==> config.mk <==
export PLATFORM = sky130hd
export DESIGN_NAME = dtx_top
export DESIGN_NICKNAME = d
export VERILOG_FILES = /design/src/dtx_pkg.sv /design/src/dtx_if.sv /design/src/dtx_msg_ram.sv /design/src/dtx_bit_shifter.sv /design/src/dtx_top.sv
export SDC_FILE = /design/constraint.sdc
export NUM_CORES = 2
export LEC_CHECK = 0
export BUFFER_PORTS_ARGS = -buffer_cell sky130_fd_sc_hd__buf_2
export CAP_MARGIN = 20
export CORE_MARGIN = 2
export CORE_UTILIZATION = 50
export DETAILED_ROUTE_END_ITERATION = 6
export PLACE_DENSITY = 0.67
export REMOVE_ABC_BUFFERS = 1
export SKIP_LAST_GASP = 1
export SYNTH_ARGS = -nofsm -noshare
export SYNTH_HDL_FRONTEND = slang
export SYNTH_SLANG_ARGS = --single-unit
export TNS_END_PERCENT = 10
==> constraint.sdc <==
create_clock -name clk_i -period 5.8 [get_ports clk_i]
set_input_delay 0 -clock clk_i [delete_from_list [all_inputs] [get_ports clk_i]]
set_output_delay 0 -clock clk_i [all_outputs]
set_load 0.03 [all_outputs]
==> src/dtx_pkg.sv <==
package dtx_pkg;
  // =====================================================
  // register indices, byte address is index times four
  localparam int ADDR_LSB = 2;
  localparam int IDX_W = 12;
  localparam logic [11:0] IDX_DL_CTRL = 12'h113;
  localparam logic [11:0] IDX_BYTE_CNT = 12'h114;
  localparam logic [11:0] IDX_IRQ_STAT = 12'h118;
  localparam logic [11:0] IDX_IRQ_MASK = 12'h119;
  localparam logic [11:0] IDX_BUF0 = 12'h600;
  localparam logic [11:0] IDX_BUF1 = 12'h700;
  localparam int BUF_LSB = 7;
  localparam int BUF_SEL_BIT = 8;
  // =====================================================
  // field positions and widths
  localparam int CTL_MOS_BIT = 0;
  localparam int CTL_FCS_BIT = 1;
  localparam int BC_SEL_BIT = 7;
  localparam int CNT_W = 7;
  localparam int IRQ_EOT_BIT = 0;
  localparam int IRQ_FRM_BIT = 1;
  localparam int IRQ_W = 2;
  // =====================================================
  // line constants
  localparam logic [7:0] FLAG_OCTET = 8'h7E;
  localparam logic [7:0] BOS_LEAD = 8'hFF;
  localparam logic [15:0] CRC_INIT = 16'hFFFF;
  localparam logic [15:0] CRC_POLY = 16'h8408;
  localparam logic [2:0] STUFF_RUN = 3'h5;
  localparam logic [4:0] BYTE_BITS = 5'h08;
  localparam logic [4:0] CRC_BITS = 5'h10;
  localparam logic [1:0] RESP_OKAY = 2'h0;
  localparam logic [1:0] RESP_SLVERR = 2'h2;
  // =====================================================
  // timing: one data link bit lasts 250 us
  localparam int BIT_TIME_NS = 250000;
  localparam int CLK_NS = 25;
  localparam int BIT_CYC = BIT_TIME_NS / CLK_NS;
  typedef enum logic [1:0] {KIND_RAW, KIND_DATA, KIND_CRC} dtx_kind_e;
endpackage

==> src/dtx_if.sv <==
`timescale 1ns/1ps
// =====================================================
// octet stream from control to line shifter
interface dtx_byte_if;
  logic valid;
  logic ready;
  logic [7:0] data;
  dtx_pkg::dtx_kind_e kind;
  modport src (output valid, data, kind, input ready);
  modport snk (input valid, data, kind, output ready);
endinterface

// =====================================================
// message buffer ports
interface dtx_mem_if;
  logic we;
  logic [7:0] waddr;
  logic [7:0] wdata;
  logic re;
  logic [7:0] raddr;
  logic [7:0] rdata;
  modport ctl (output we, waddr, wdata, re, raddr, input rdata);
  modport mem (input we, waddr, wdata, re, raddr, output rdata);
endinterface

==> src/dtx_msg_ram.sv <==
`timescale 1ns/1ps
// =====================================================
// two message buffers of 128 octets, registered read
module dtx_msg_ram #(
  parameter int DEPTH = 256
) (
  input wire logic clk_i,
  dtx_mem_if.mem m
);
  import dtx_pkg::*;
  logic [7:0] mem_r [DEPTH];

  // write port from software, read port to transmitter
  always_ff @(posedge clk_i)
  begin
    if (m.we)
    begin
      mem_r[m.waddr] <= m.wdata;
    end
    if (m.re)
    begin
      m.rdata <= mem_r[m.raddr];
    end
  end
endmodule

==> src/dtx_bit_shifter.sv <==
`timescale 1ns/1ps
// =====================================================
// serialiser with zero insertion and frame check
module dtx_bit_shifter (
  input wire logic clk_i,
  input wire logic rst_i,
  input wire logic bit_en_i,
  dtx_byte_if.snk b,
  output logic dl_data_o
);
  import dtx_pkg::*;
  logic [15:0] sh_r;
  logic [4:0] left_r;
  logic raw_r;
  logic hold_r;
  logic [2:0] ones_r;
  logic [15:0] crc_r;

  // reflected crc, one bit lsb first
  function automatic logic [15:0] crc_step(input logic [15:0] c, input logic d);
    logic [15:0] n;
    n = c >> 1;
    if (c[0] ^ d)
    begin
      n = n ^ CRC_POLY;
    end
    return n;
  endfunction

  // stuffing and handshake terms
  wire stuff = !raw_r && (ones_r == STUFF_RUN);
  wire take = b.valid && b.ready;
  wire send = bit_en_i && (stuff || (left_r != 5'h00));
  assign b.ready = (left_r == 5'h00) && !stuff;

  // load octets, shift one bit per strobe
  always_ff @(posedge clk_i or posedge rst_i)
  begin
    if (rst_i)
    begin
      sh_r <= 16'h0000;
      left_r <= 5'h00;
      raw_r <= 1'b1;
      hold_r <= 1'b0;
      ones_r <= 3'h0;
      crc_r <= CRC_INIT;
      dl_data_o <= 1'b1;
    end
    else if (take)
    begin
      raw_r <= (b.kind == KIND_RAW);
      hold_r <= (b.kind == KIND_CRC);
      if (b.kind == KIND_CRC)
      begin
        sh_r <= ~crc_r;
        left_r <= CRC_BITS;
      end
      else
      begin
        sh_r <= {8'h00, b.data};
        left_r <= BYTE_BITS;
      end
      if (b.kind == KIND_RAW)
      begin
        crc_r <= CRC_INIT;
        ones_r <= 3'h0;
      end
    end
    else if (send)
    begin
      if (stuff)
      begin
        dl_data_o <= 1'b0;
        ones_r <= 3'h0;
      end
      else
      begin
        dl_data_o <= sh_r[0];
        sh_r <= sh_r >> 1;
        left_r <= left_r - 5'h01;
        if (!raw_r)
        begin
          ones_r <= sh_r[0] ? ones_r + 3'h1 : 3'h0;
        end
        if (!raw_r && !hold_r)
        begin
          crc_r <= crc_step(crc_r, sh_r[0]);
        end
      end
    end
    else if (bit_en_i)
    begin
      dl_data_o <= 1'b1;
    end
  end
endmodule

==> src/dtx_top.sv <==
`timescale 1ns/1ps
// =====================================================
// data link transmit control with axi4-lite registers
module dtx_top #(
  parameter int ADDR_W = 16,
  parameter int BIT_CYC = dtx_pkg::BIT_CYC
) (
  input wire logic clk_i,
  input wire logic rst_i,
  input wire logic [ADDR_W-1:0] s_axi_awaddr_i,
  input wire logic s_axi_awvalid_i,
  output logic s_axi_awready_o,
  input wire logic [31:0] s_axi_wdata_i,
  input wire logic [3:0] s_axi_wstrb_i,
  input wire logic s_axi_wvalid_i,
  output logic s_axi_wready_o,
  output logic [1:0] s_axi_bresp_o,
  output logic s_axi_bvalid_o,
  input wire logic s_axi_bready_i,
  input wire logic [ADDR_W-1:0] s_axi_araddr_i,
  input wire logic s_axi_arvalid_i,
  output logic s_axi_arready_o,
  output logic [31:0] s_axi_rdata_o,
  output logic [1:0] s_axi_rresp_o,
  output logic s_axi_rvalid_o,
  input wire logic s_axi_rready_i,
  output logic dl_data_o,
  output logic dl_bit_en_o,
  output logic tx_end_of_transfer_irq_o
);
  import dtx_pkg::*;
  localparam int DIV_W = $clog2(BIT_CYC);

  typedef enum logic [5:0] {
    ST_IDLE  = 6'b000001,
    ST_MREAD = 6'b000010,
    ST_MPUSH = 6'b000100,
    ST_CRC   = 6'b001000,
    ST_BLEAD = 6'b010000,
    ST_BCODE = 6'b100000
  } dtx_state_e;

  // buffer window test, shared by read and write decode
  function automatic logic buf_hit(input logic [IDX_W-1:0] idx);
    return (idx[IDX_W-1:BUF_LSB] == IDX_BUF0[IDX_W-1:BUF_LSB])
        || (idx[IDX_W-1:BUF_LSB] == IDX_BUF1[IDX_W-1:BUF_LSB]);
  endfunction

  dtx_byte_if byte_ch ();
  dtx_mem_if mem_ch ();

  // =====================================================
  // bit rate divider
  logic [DIV_W-1:0] div_r;
  wire bit_en = (div_r == DIV_W'(BIT_CYC - 1));

  always_ff @(posedge clk_i or posedge rst_i)
  begin
    if (rst_i)
      div_r <= '0;
    else
      div_r <= bit_en ? '0 : div_r + 1'b1;
  end
  assign dl_bit_en_o = bit_en;

  // =====================================================
  // axi write channels
  logic aw_hold_r;
  logic w_hold_r;
  logic [ADDR_W-1:0] aw_addr_r;
  logic [7:0] w_data_r;
  logic w_lane_r;
  logic bvalid_r;
  logic [1:0] bresp_r;

  assign s_axi_awready_o = !aw_hold_r;
  assign s_axi_wready_o = !w_hold_r;
  assign s_axi_bvalid_o = bvalid_r;
  assign s_axi_bresp_o = bresp_r;

  // write decode
  wire wr_fire = aw_hold_r && w_hold_r && !bvalid_r;
  wire [IDX_W-1:0] wr_idx = aw_addr_r[ADDR_LSB +: IDX_W];
  wire wr_go = wr_fire && w_lane_r;
  wire wr_ctl = wr_go && (wr_idx == IDX_DL_CTRL);
  wire wr_cnt = wr_go && (wr_idx == IDX_BYTE_CNT);
  wire wr_stat = wr_go && (wr_idx == IDX_IRQ_STAT);
  wire wr_mask = wr_go && (wr_idx == IDX_IRQ_MASK);
  wire wr_buf = wr_go && buf_hit(wr_idx);
  wire wr_hit = (wr_idx == IDX_DL_CTRL) || (wr_idx == IDX_BYTE_CNT)
             || (wr_idx == IDX_IRQ_STAT) || (wr_idx == IDX_IRQ_MASK)
             || buf_hit(wr_idx);

  // address and data taken in either order
  always_ff @(posedge clk_i or posedge rst_i)
  begin
    if (rst_i)
    begin
      aw_hold_r <= 1'b0;
      w_hold_r <= 1'b0;
      aw_addr_r <= '0;
      w_data_r <= 8'h00;
      w_lane_r <= 1'b0;
      bvalid_r <= 1'b0;
      bresp_r <= RESP_OKAY;
    end
    else
    begin
      if (s_axi_awvalid_i && !aw_hold_r)
      begin
        aw_hold_r <= 1'b1;
        aw_addr_r <= s_axi_awaddr_i;
      end
      if (s_axi_wvalid_i && !w_hold_r)
      begin
        w_hold_r <= 1'b1;
        w_data_r <= s_axi_wdata_i[7:0];
        w_lane_r <= s_axi_wstrb_i[0];
      end
      if (wr_fire)
      begin
        aw_hold_r <= 1'b0;
        w_hold_r <= 1'b0;
        bvalid_r <= 1'b1;
        bresp_r <= wr_hit ? RESP_OKAY : RESP_SLVERR;
      end
      else if (bvalid_r && s_axi_bready_i)
      begin
        bvalid_r <= 1'b0;
      end
    end
  end

  // =====================================================
  // control registers and buffer ownership
  logic mos_r;
  logic fcs_en_r;
  logic [CNT_W-1:0] cnt_r;
  logic sel_r;
  logic [1:0] busy_r;
  logic free_ptr_r;
  logic [IRQ_W-1:0] stat_r;
  logic [IRQ_W-1:0] mask_r;
  logic pend_r;
  logic pend_mos_r;
  logic pend_sel_r;
  logic [CNT_W-1:0] pend_len_r;
  logic free_fire;
  logic cur_sel_r;
  logic [IRQ_W-1:0] irq_set;
  dtx_state_e state_r;

  // a start names the buffer and length last written
  wire cmd_mos = wr_cnt && mos_r;
  wire cmd_bos = wr_ctl && !w_data_r[CTL_MOS_BIT];
  wire cmd_sel = wr_cnt ? w_data_r[BC_SEL_BIT] : sel_r;
  wire [CNT_W-1:0] cmd_len = wr_cnt ? w_data_r[CNT_W-1:0] : cnt_r;
  wire cmd_ok = (cmd_mos || cmd_bos) && !busy_r[cmd_sel] && !pend_r;
  wire next_free = busy_r[free_ptr_r] ? !free_ptr_r : free_ptr_r;
  wire [IRQ_W-1:0] stat_clr = wr_stat ? w_data_r[IRQ_W-1:0] : '0;

  always_ff @(posedge clk_i or posedge rst_i)
  begin
    if (rst_i)
    begin
      mos_r <= 1'b0;
      fcs_en_r <= 1'b0;
      cnt_r <= '0;
      sel_r <= 1'b0;
      mask_r <= '0;
      stat_r <= '0;
    end
    else
    begin
      if (wr_ctl)
      begin
        mos_r <= w_data_r[CTL_MOS_BIT];
        fcs_en_r <= w_data_r[CTL_FCS_BIT];
      end
      if (wr_cnt)
      begin
        cnt_r <= w_data_r[CNT_W-1:0];
        sel_r <= w_data_r[BC_SEL_BIT];
      end
      if (wr_mask)
        mask_r <= w_data_r[IRQ_W-1:0];
      stat_r <= (stat_r & ~stat_clr) | irq_set; // set beats clear
    end
  end

  // pending command and buffer busy flags
  always_ff @(posedge clk_i or posedge rst_i)
  begin
    if (rst_i)
    begin
      pend_r <= 1'b0;
      pend_mos_r <= 1'b0;
      pend_sel_r <= 1'b0;
      pend_len_r <= '0;
      busy_r <= 2'h0;
      free_ptr_r <= 1'b0;
    end
    else
    begin
      if (free_fire)
        busy_r[cur_sel_r] <= 1'b0;
      if (cmd_ok)
      begin
        pend_r <= 1'b1;
        pend_mos_r <= cmd_mos;
        pend_sel_r <= cmd_sel;
        pend_len_r <= cmd_len;
        busy_r[cmd_sel] <= 1'b1;
        free_ptr_r <= !cmd_sel;
      end
      else if (byte_ch.ready && state_r == ST_IDLE)
      begin
        pend_r <= 1'b0;
      end
    end
  end

  assign tx_end_of_transfer_irq_o = |(stat_r & mask_r);

  // =====================================================
  // axi read channel
  logic rvalid_r;
  logic [7:0] rdata_r;
  logic [1:0] rresp_r;
  logic [7:0] rd_val;
  logic rd_hit;
  wire [IDX_W-1:0] rd_idx = s_axi_araddr_i[ADDR_LSB +: IDX_W];

  // read mux, reserved bits zero, buffers read as zero
  always_comb
  begin
    rd_val = 8'h00;
    rd_hit = 1'b1;
    if (rd_idx == IDX_DL_CTRL)
    begin
      rd_val[CTL_MOS_BIT] = mos_r;
      rd_val[CTL_FCS_BIT] = fcs_en_r;
    end
    else if (rd_idx == IDX_BYTE_CNT)
      rd_val = {next_free, cnt_r};
    else if (rd_idx == IDX_IRQ_STAT)
      rd_val[IRQ_W-1:0] = stat_r;
    else if (rd_idx == IDX_IRQ_MASK)
      rd_val[IRQ_W-1:0] = mask_r;
    else if (!buf_hit(rd_idx))
      rd_hit = 1'b0;
  end

  always_ff @(posedge clk_i or posedge rst_i)
  begin
    if (rst_i)
    begin
      rvalid_r <= 1'b0;
      rdata_r <= 8'h00;
      rresp_r <= RESP_OKAY;
    end
    else if (s_axi_arvalid_i && !rvalid_r)
    begin
      rvalid_r <= 1'b1;
      rdata_r <= rd_val;
      rresp_r <= rd_hit ? RESP_OKAY : RESP_SLVERR;
    end
    else if (rvalid_r && s_axi_rready_i)
    begin
      rvalid_r <= 1'b0;
    end
  end

  assign s_axi_arready_o = !rvalid_r;
  assign s_axi_rvalid_o = rvalid_r;
  assign s_axi_rdata_o = {24'h000000, rdata_r};
  assign s_axi_rresp_o = rresp_r;

  // =====================================================
  // transmit sequencer
  logic cur_mos_r;
  logic cur_fcs_r;
  logic [CNT_W-1:0] cur_len_r;
  logic [CNT_W-1:0] idx_r;
  logic [CNT_W-1:0] rep_r;

  wire take = byte_ch.valid && byte_ch.ready;
  wire [CNT_W-1:0] idx_inc = idx_r + 1'b1;
  wire [CNT_W-1:0] rep_inc = rep_r + 1'b1;
  wire last_oct = (idx_inc == cur_len_r);
  wire bos_done = (cur_len_r != '0) && (rep_inc == cur_len_r);
  wire bos_stop = pend_r || mos_r;
  wire len_zero = cur_mos_r && (cur_len_r == '0);

  // octet offered to the shifter per state
  always_comb
  begin
    byte_ch.valid = 1'b1;
    byte_ch.kind = KIND_RAW;
    byte_ch.data = FLAG_OCTET;
    case (state_r)
      ST_MREAD: byte_ch.valid = 1'b0;
      ST_MPUSH:
      begin
        byte_ch.kind = KIND_DATA;
        byte_ch.data = mem_ch.rdata;
      end
      ST_CRC: byte_ch.kind = KIND_CRC;
      ST_BLEAD: byte_ch.data = BOS_LEAD;
      ST_BCODE: byte_ch.data = mem_ch.rdata;
      default: byte_ch.valid = 1'b1;
    endcase
  end

  // buffer release and interrupt events
  assign free_fire = (state_r == ST_MREAD && len_zero)
                  || (state_r == ST_MPUSH && take && last_oct)
                  || (state_r == ST_BCODE && take && (bos_done || bos_stop));
  assign irq_set[IRQ_EOT_BIT] = state_r == ST_BCODE && take && bos_done;
  assign irq_set[IRQ_FRM_BIT] = (state_r == ST_CRC && take)
                             || (state_r == ST_MPUSH && take && last_oct && !cur_fcs_r)
                             || (state_r == ST_MREAD && len_zero);

  always_ff @(posedge clk_i or posedge rst_i)
  begin
    if (rst_i)
    begin
      state_r <= ST_IDLE;
      cur_mos_r <= 1'b0;
      cur_fcs_r <= 1'b0;
      cur_sel_r <= 1'b0;
      cur_len_r <= '0;
      idx_r <= '0;
      rep_r <= '0;
    end
    else
    begin
      case (state_r)
        ST_IDLE:
          if (take && pend_r)
          begin
            cur_mos_r <= pend_mos_r;
            cur_fcs_r <= fcs_en_r && pend_mos_r;
            cur_sel_r <= pend_sel_r;
            cur_len_r <= pend_len_r;
            idx_r <= '0;
            rep_r <= '0;
            state_r <= ST_MREAD;
          end
        ST_MREAD:
          if (len_zero)
            state_r <= ST_IDLE;
          else
            state_r <= cur_mos_r ? ST_MPUSH : ST_BLEAD;
        ST_MPUSH:
          if (take)
          begin
            idx_r <= idx_inc;
            if (!last_oct)
              state_r <= ST_MREAD;
            else
              state_r <= cur_fcs_r ? ST_CRC : ST_IDLE;
          end
        ST_CRC:
          if (take)
            state_r <= ST_IDLE;
        ST_BLEAD:
          if (take)
            state_r <= ST_BCODE;
        ST_BCODE:
          if (take)
          begin
            rep_r <= rep_inc;
            state_r <= (bos_done || bos_stop) ? ST_IDLE : ST_BLEAD;
          end
        default: state_r <= ST_IDLE;
      endcase
    end
  end

  // =====================================================
  // message buffers and line shifter
  assign mem_ch.we = wr_buf;
  assign mem_ch.waddr = {wr_idx[BUF_SEL_BIT], wr_idx[CNT_W-1:0]};
  assign mem_ch.wdata = w_data_r;
  assign mem_ch.re = (state_r == ST_MREAD);
  assign mem_ch.raddr = {cur_sel_r, idx_r};

  dtx_msg_ram u_ram (
    .clk_i (clk_i),
    .m (mem_ch.mem)
  );

  dtx_bit_shifter u_shift (
    .clk_i (clk_i),
    .rst_i (rst_i),
    .bit_en_i (bit_en),
    .b (byte_ch.snk),
    .dl_data_o (dl_data_o)
  );
endmodule

; Word-level counts from Yosys, hierarchy flattened
; Memories as Yosys holds them, arrays and structs flattened. A register that Yosys moved wholly into a read port is not among the register bits.
; Index checks and enable logic that the tools add are counted.
[classes]
addsub = 5
n_mul = 0
div = 0
n_lt_le_gt_ge = 5
eq_ne = 31
shift = 0
mux = 82
bitwise_logic = 11
n_reduce_logical = 89
[op_table]
columns = operator, count
row1 = $mux 16, 10
row2 = $eq 12x9->1 const B, 8
row3 = $mux 6, 7
row4 = $logic_and 1x1->1, 37
row5 = $pmux 6 s6, 1
row6 = $mux 5, 7
row7 = $mux 1, 29
row8 = $mux 7, 4
row9 = $pmux 7 s2, 2
row10 = $eq 5x4->1 const B, 4
row11 = $reduce_bool 2->1, 10
row12 = $mux 2, 9
row13 = $mux 3, 6
row14 = $not 16->16, 1
row15 = $pmux 8 s2, 1
row16 = $add 14x1->14 const B, 1
row17 = $add 7x1->7 const B, 2
row18 = $eq 14x14->1 const B, 1
row19 = $eq 7x7->1, 2
row20 = $logic_or 1x1->1, 14
row21 = $mux 14, 1
row22 = $logic_not 1->1, 13
row23 = $ne 2x2->1 const B, 5
row24 = $reduce_and 3->1, 3
row25 = other kinds (32), 45
[totals]
reg_bits = 153
latchBits = 0
ramBits = 2048
mem_bits_ro = 0
input_bits = 75
memories = 1
[memory_table]
columns = name, depth, word_bits, rd, rd_clocked_by_memory_dff, wr, line_no
row1 = u_ram.mem_r, 256, 8, 1, 1, 1, dtx_msg_ram.sv:11  ; logic [7:0] mem_r [DEPTH];

; Longest topological paths before layout
[depth]
depth_word = 12
mapped_depth = 11
depth_no_buf = 8

; Cells and area by module
; A second synthesis with hierarchy kept.
[hier_totals]
hier_cells = 4443
area_unflattened_um2 = 87267.4
[modules_own_cells]
columns = module, instances, cells_each, area_each_um2
row1 = dtx_msg_ram, 1, 3733, 79636.4
row2 = dtx_top, 1, 512, 5407.7
row3 = dtx_bit_shifter, 1, 198, 2223.4

; Worst setup path before layout
; Ideal clock, no wire load.
[synth_path]
path_kind = register -> register
from = register w_data_r[7], in the netlist mem_ch.wdata[7]
to = register pend_len_r[0]
arrival_time_ns = 4.574
path_slack_ns = 1.101
stages_incl_launch_ff = 7
path_cell_list = dfrtp_1 inv_1 or3_1 and3_1 a211o_1 buf_6 mux2_4
[synth_via]
elab_chain_len = 6
[synth_lines]
columns = item, line_no
row1 = from (decl), dtx_top.sv:71  ; logic [7:0] w_data_r;
row2 = from (signal assigned), dtx_top.sv:117  ; w_data_r <= s_axi_wdata_i[7:0];
row3 = $mux 1, -
row4 = $mux 1 (not written as such) (2 in series), dtx_top.sv:158  ; wire cmd_ok = (cmd_mos || cmd_bos) && !busy_r[cmd_sel] && !pend_r;
row5 = $logic_not 1->1, dtx_top.sv:158
row6 = $logic_and 1x1->1 (2 in series), dtx_top.sv:158
row7 = to (signal assigned), dtx_top.sv:212  ; pend_len_r <= cmd_len;
row8 = to (decl), dtx_top.sv:147  ; logic [CNT_W-1:0] pend_len_r;
; Every way passes these cells. The select of a mux whose other input is x is not followed.
; A chain may end at the register's enable or synchronous reset.

==> qor.yml <==
sta:
  finalHoldViolations: 0
  rsz0062_at_grt: "no"
  report.final.slew_viol_count: 0
  setup_viol: 0
  min_period_over_period_pct: 70.8
  setup_tns_ps: 0
  slew_headroom_pct: 20.6
  tightest_slew_ps: 1190
  finClkSkew_ps: 37.1
  fin_crit_ps: 4110
  fin_ws_ps: 1690
  clock.fmax_mhz: 243
power:
  swShare_pct: 24.7
  p_comb_share_pct: 8.4
  power.total_mw: 37.6
  clkPwrFrac_pct: 37.6
  ir_drop_mv: 0.377
  seqPwrFrac_pct: 54.1
  power.switching_mw: 9.29
  power.density_mw_per_mm2: 386
  leakage_nw: 30.2
  internal-power_mw: 28.3
clock_tree:
  cts_tree: "done"
  clk_pin_slew_worst_paths_ps: 60
  insertion_delay_ps: 850
  cts_buffer_depth: 3
  cts_buffers: 211
  cts_sinks: 2205
  cts_max_level: 4
  ctsRootBufferMaster: "clkbuf_16"
worst_setup_path:
  worstPathCellList: "inv_2 -> nor2_4 -> buf_4 -> a22oi_1 -> a21oi_1 -> nor4_1 -> buf_4 -> nor4_1"
  r2r_setup_slack_ps: 1690
  cp_top_family: "buffers and inverters"
  path_class: "reg -> reg"
  cp_max_fo: 29
  max_stage_delay_ps: 880
  cp-start-kind: "register"
  r2r_end: "u_ram.m.rdata[6]$_DFFE_PN_"
  cpMaxStageDelayCell: "dfrtp_2"
  endpoint_kind: "register"
  timing.rr.start: "idx_r[2]$_DFFE_PP0P_"
  path_buf_inv: 3
  worstPathRequired_ps: 6440
  rr_worst_depth: 8
  arrival_ps: 4750
yosys:
  synth_area_sq_mm: 0.0863
  synth_edf_count: 2056
  synth.distinct_cells: 72
  async_flop_share_pct: 6.76
  synthesis.instances: 4457
  ys.warnings.count: 0
  synth_seq_cells: 2205
  syn_avg_cell_area_sq_um: 19.4
  seq_area_frac_synth_pct: 75.9
  ys.flop_type: "edfxtp_1"
floorplan:
  fp.dieW_um: 419
  ios: 119
  rows: 152
  die_h_um: 419
  fp.coreArea_sq_mm: 0.172
  die_area_sq_mm: 0.176
  start_util_pct: 50.3
grt:
  grt_usage_pct: 23.6
  grt_antenna_before_repair: 5
  overflow: 0
  grt_max_degree: 188
  grt_pass1_wl_um: 301000
  grt_pass1_vias: 44000
drt:
  wl_per_cell_um: 28.9
  drc: 0
  drt_iter0_drc: 5548
  routed_wl_um: 206000
  routed_via_density: 6.20
  firstDrtPassIters: 5
  via_count: 44300
  ant_nets: 0
place:
  dp_hpwl_um: 123000
  port_buffers: 57
  place_ws_ps: 1700
  gp_congestion: 0.851
layout:
  drive_above_1_share_pct: 21.9
  final_util_pct: 56.8
  fin_nets: 4722
  area_growth_pct: 12.9
flow_run:
  drv_cap: 0
hold_path:
  hold-path-endpoint: "rdata_r[2]$_DFFE_PP0P_"
  hold_depth: 7
  hold_class: "in -> reg"
  min-delay-start: "s_axi_araddr_i[5]"
run_status:
  status: "finished, final reports clean"
-- area by class of cell --
| class | instances | area, sq um |
|---|---|---|
| inverter | 24 | 95.1 |
| sequential | 2205 | 65500 |
| antenna | 1 | 2.50 |
| fill | 12700 | 74100 |
| tap | 2310 | 2890 |
| clock buffer | 250 | 5520 |
| timing repair buffer | 233 | 2030 |
| multi-input combinational | 1965 | 19700 |
| clock inverter | 152 | 1640 |
-- per-layer routing --
layer	wire length, um	part of all wire, %	up-vias	global-route usage (%)
met2	99500	48	2030	37.4
li1	-	-	18600	-
met3	16800	8.1	360	4.25
met4	6640	3.2	4	7.97
met5	27	0.013	-	0
met1	83400	40	23300	33.3
-- how the worst max path moves through the flow --
stage	startpoint	end	slack, ps	depth (start not counted)
floorplan	idx_r[0]$_DFFE_PP0P_	u_ram.m.rdata[6]$_DFFE_PN_	-17460	5
global placement	idx_r[0]$_DFFE_PP0P_	u_ram.m.rdata[5]$_DFFE_PN_	1700	7
detailed placement	idx_r[0]$_DFFE_PP0P_	u_ram.m.rdata[5]$_DFFE_PN_	1700	7
CTS	idx_r[0]$_DFFE_PP0P_	u_ram.m.rdata[5]$_DFFE_PN_	1690	7
global route	idx_r[0]$_DFFE_PP0P_	u_ram.m.rdata[5]$_DFFE_PN_	1540	7
finish	idx_r[2]$_DFFE_PP0P_	u_ram.m.rdata[6]$_DFFE_PN_	1690	8
-- worst min-delay path, delay by kind of cell --
kind | cells | cell delay, ps
AND/OR/NAND/NOR | 3 | 420
AO/OA/AOI/OAI | 2 | 310
buffers and inverters | 2 | 180
-- synthesized netlist by cell type, types with 17 or more instances --
master / n / area, sq um
nor4_1: 27 / 169
nor3_1: 31 / 155
mux4_2: 442 / 9950
buf_2: 50 / 250
o221ai_1: 51 / 447
inv_1: 24 / 90.1
nor2_1: 349 / 1310
a21oi_1: 106 / 531
a31oi_1: 29 / 181
xnor2_1: 20 / 175
mux2_2: 61 / 687
buf_1: 42 / 158
nand2_1: 126 / 473
mux2i_1: 144 / 1440
edfxtp_1: 2056 / 61700
dfstp_2: 19 / 499
nand3_1: 40 / 200
a22oi_1: 127 / 953
clkbuf_1: 169 / 634
a211oi_1: 17 / 128
buf_4: 26 / 195
xor2_1: 19 / 166
o22ai_1: 45 / 282
a22o_1: 27 / 236
o21ai_0: 82 / 410
dfrtp_1: 130 / 3250
-- power groups by stage --
stage                     Combinational [mW]  Sequential, mW  Clock [mW]
after floorplan                        0.365            21.8           0
after global placement                  2.92            20.6           0
after detailed placement                3.08            20.7           0
after CTS                               3.12            20.3        14.3
after global routing                    3.33            20.4        14.9
final                                   3.14            20.3        14.1
-- cell usage in the layout, fill, tap and decap left out, drive strengths merged, types with 19 or more instances in the layout --
cell            n
inv            30
edfxtp       2056
mux2i         144
bufinv         30
nand2         126
clkbuf        250
o22ai          45
buf           165
a22oi         127
nand3          40
dfrtp         130
a22o           27
nor4           27
o221ai         51
xnor2          20
dlygate4sd3    68
xor2           19
mux4          442
mux2           68
o21ai          84
a21oi         106
dfstp          19
nor2          349
nor3           31
conb           26
clkinv        107
a31oi          29
-- state kept, by name, indices dropped and copies added (netlist names), 2 cells and up --
register        cells
rdata_r             8
u_shift.crc_r      16
rep_r               7
mask_r              2
pend_len_r          7
div_r              14
u_shift.sh_r       16
idx_r               7
mem_ch.wdata        8
busy_r              2
cnt_r               7
aw_addr_r          12
u_ram.mem_r      2048
stat_r              2
state_r             6
u_shift.left_r      5
u_ram.m.rdata       8
cur_len_r           7
u_shift.ones_r      3
-- cell families after synthesis --
kind of cell	share of synthesized area, %
xor gates and xnor gates	0.396
other	0.00435
DFF	75.9
and+or+nand+nor	3.43
adders and majority gates	0.101
buffers and inverters	1.55
AOI/OAI and AO/OA	4.50
muxes	14.1
-- timing repair --
item	CTS	global route
hold buffers	68	0
hold endpoints to repair	125	0
gates resized for setup	0	0
setup buffers	0	0
-- through the flow --
| stage | cells | instance area [sq um] | hold WS [ps] |
|---|---|---|---|
| final | 7140 | 97400 | 100 |
| after global routing | 7139 | 97400 | 169 |
| after CTS | 7138 | 97400 | 53.8 |
| after detailed placement | 6668 | 89500 | 185 |
| after global placement | 6668 | 89500 | 183 |
| after floorplan | 4194 | 85100 | 96.4 |
No activity file was read; power rests on OpenSTA's default activity.
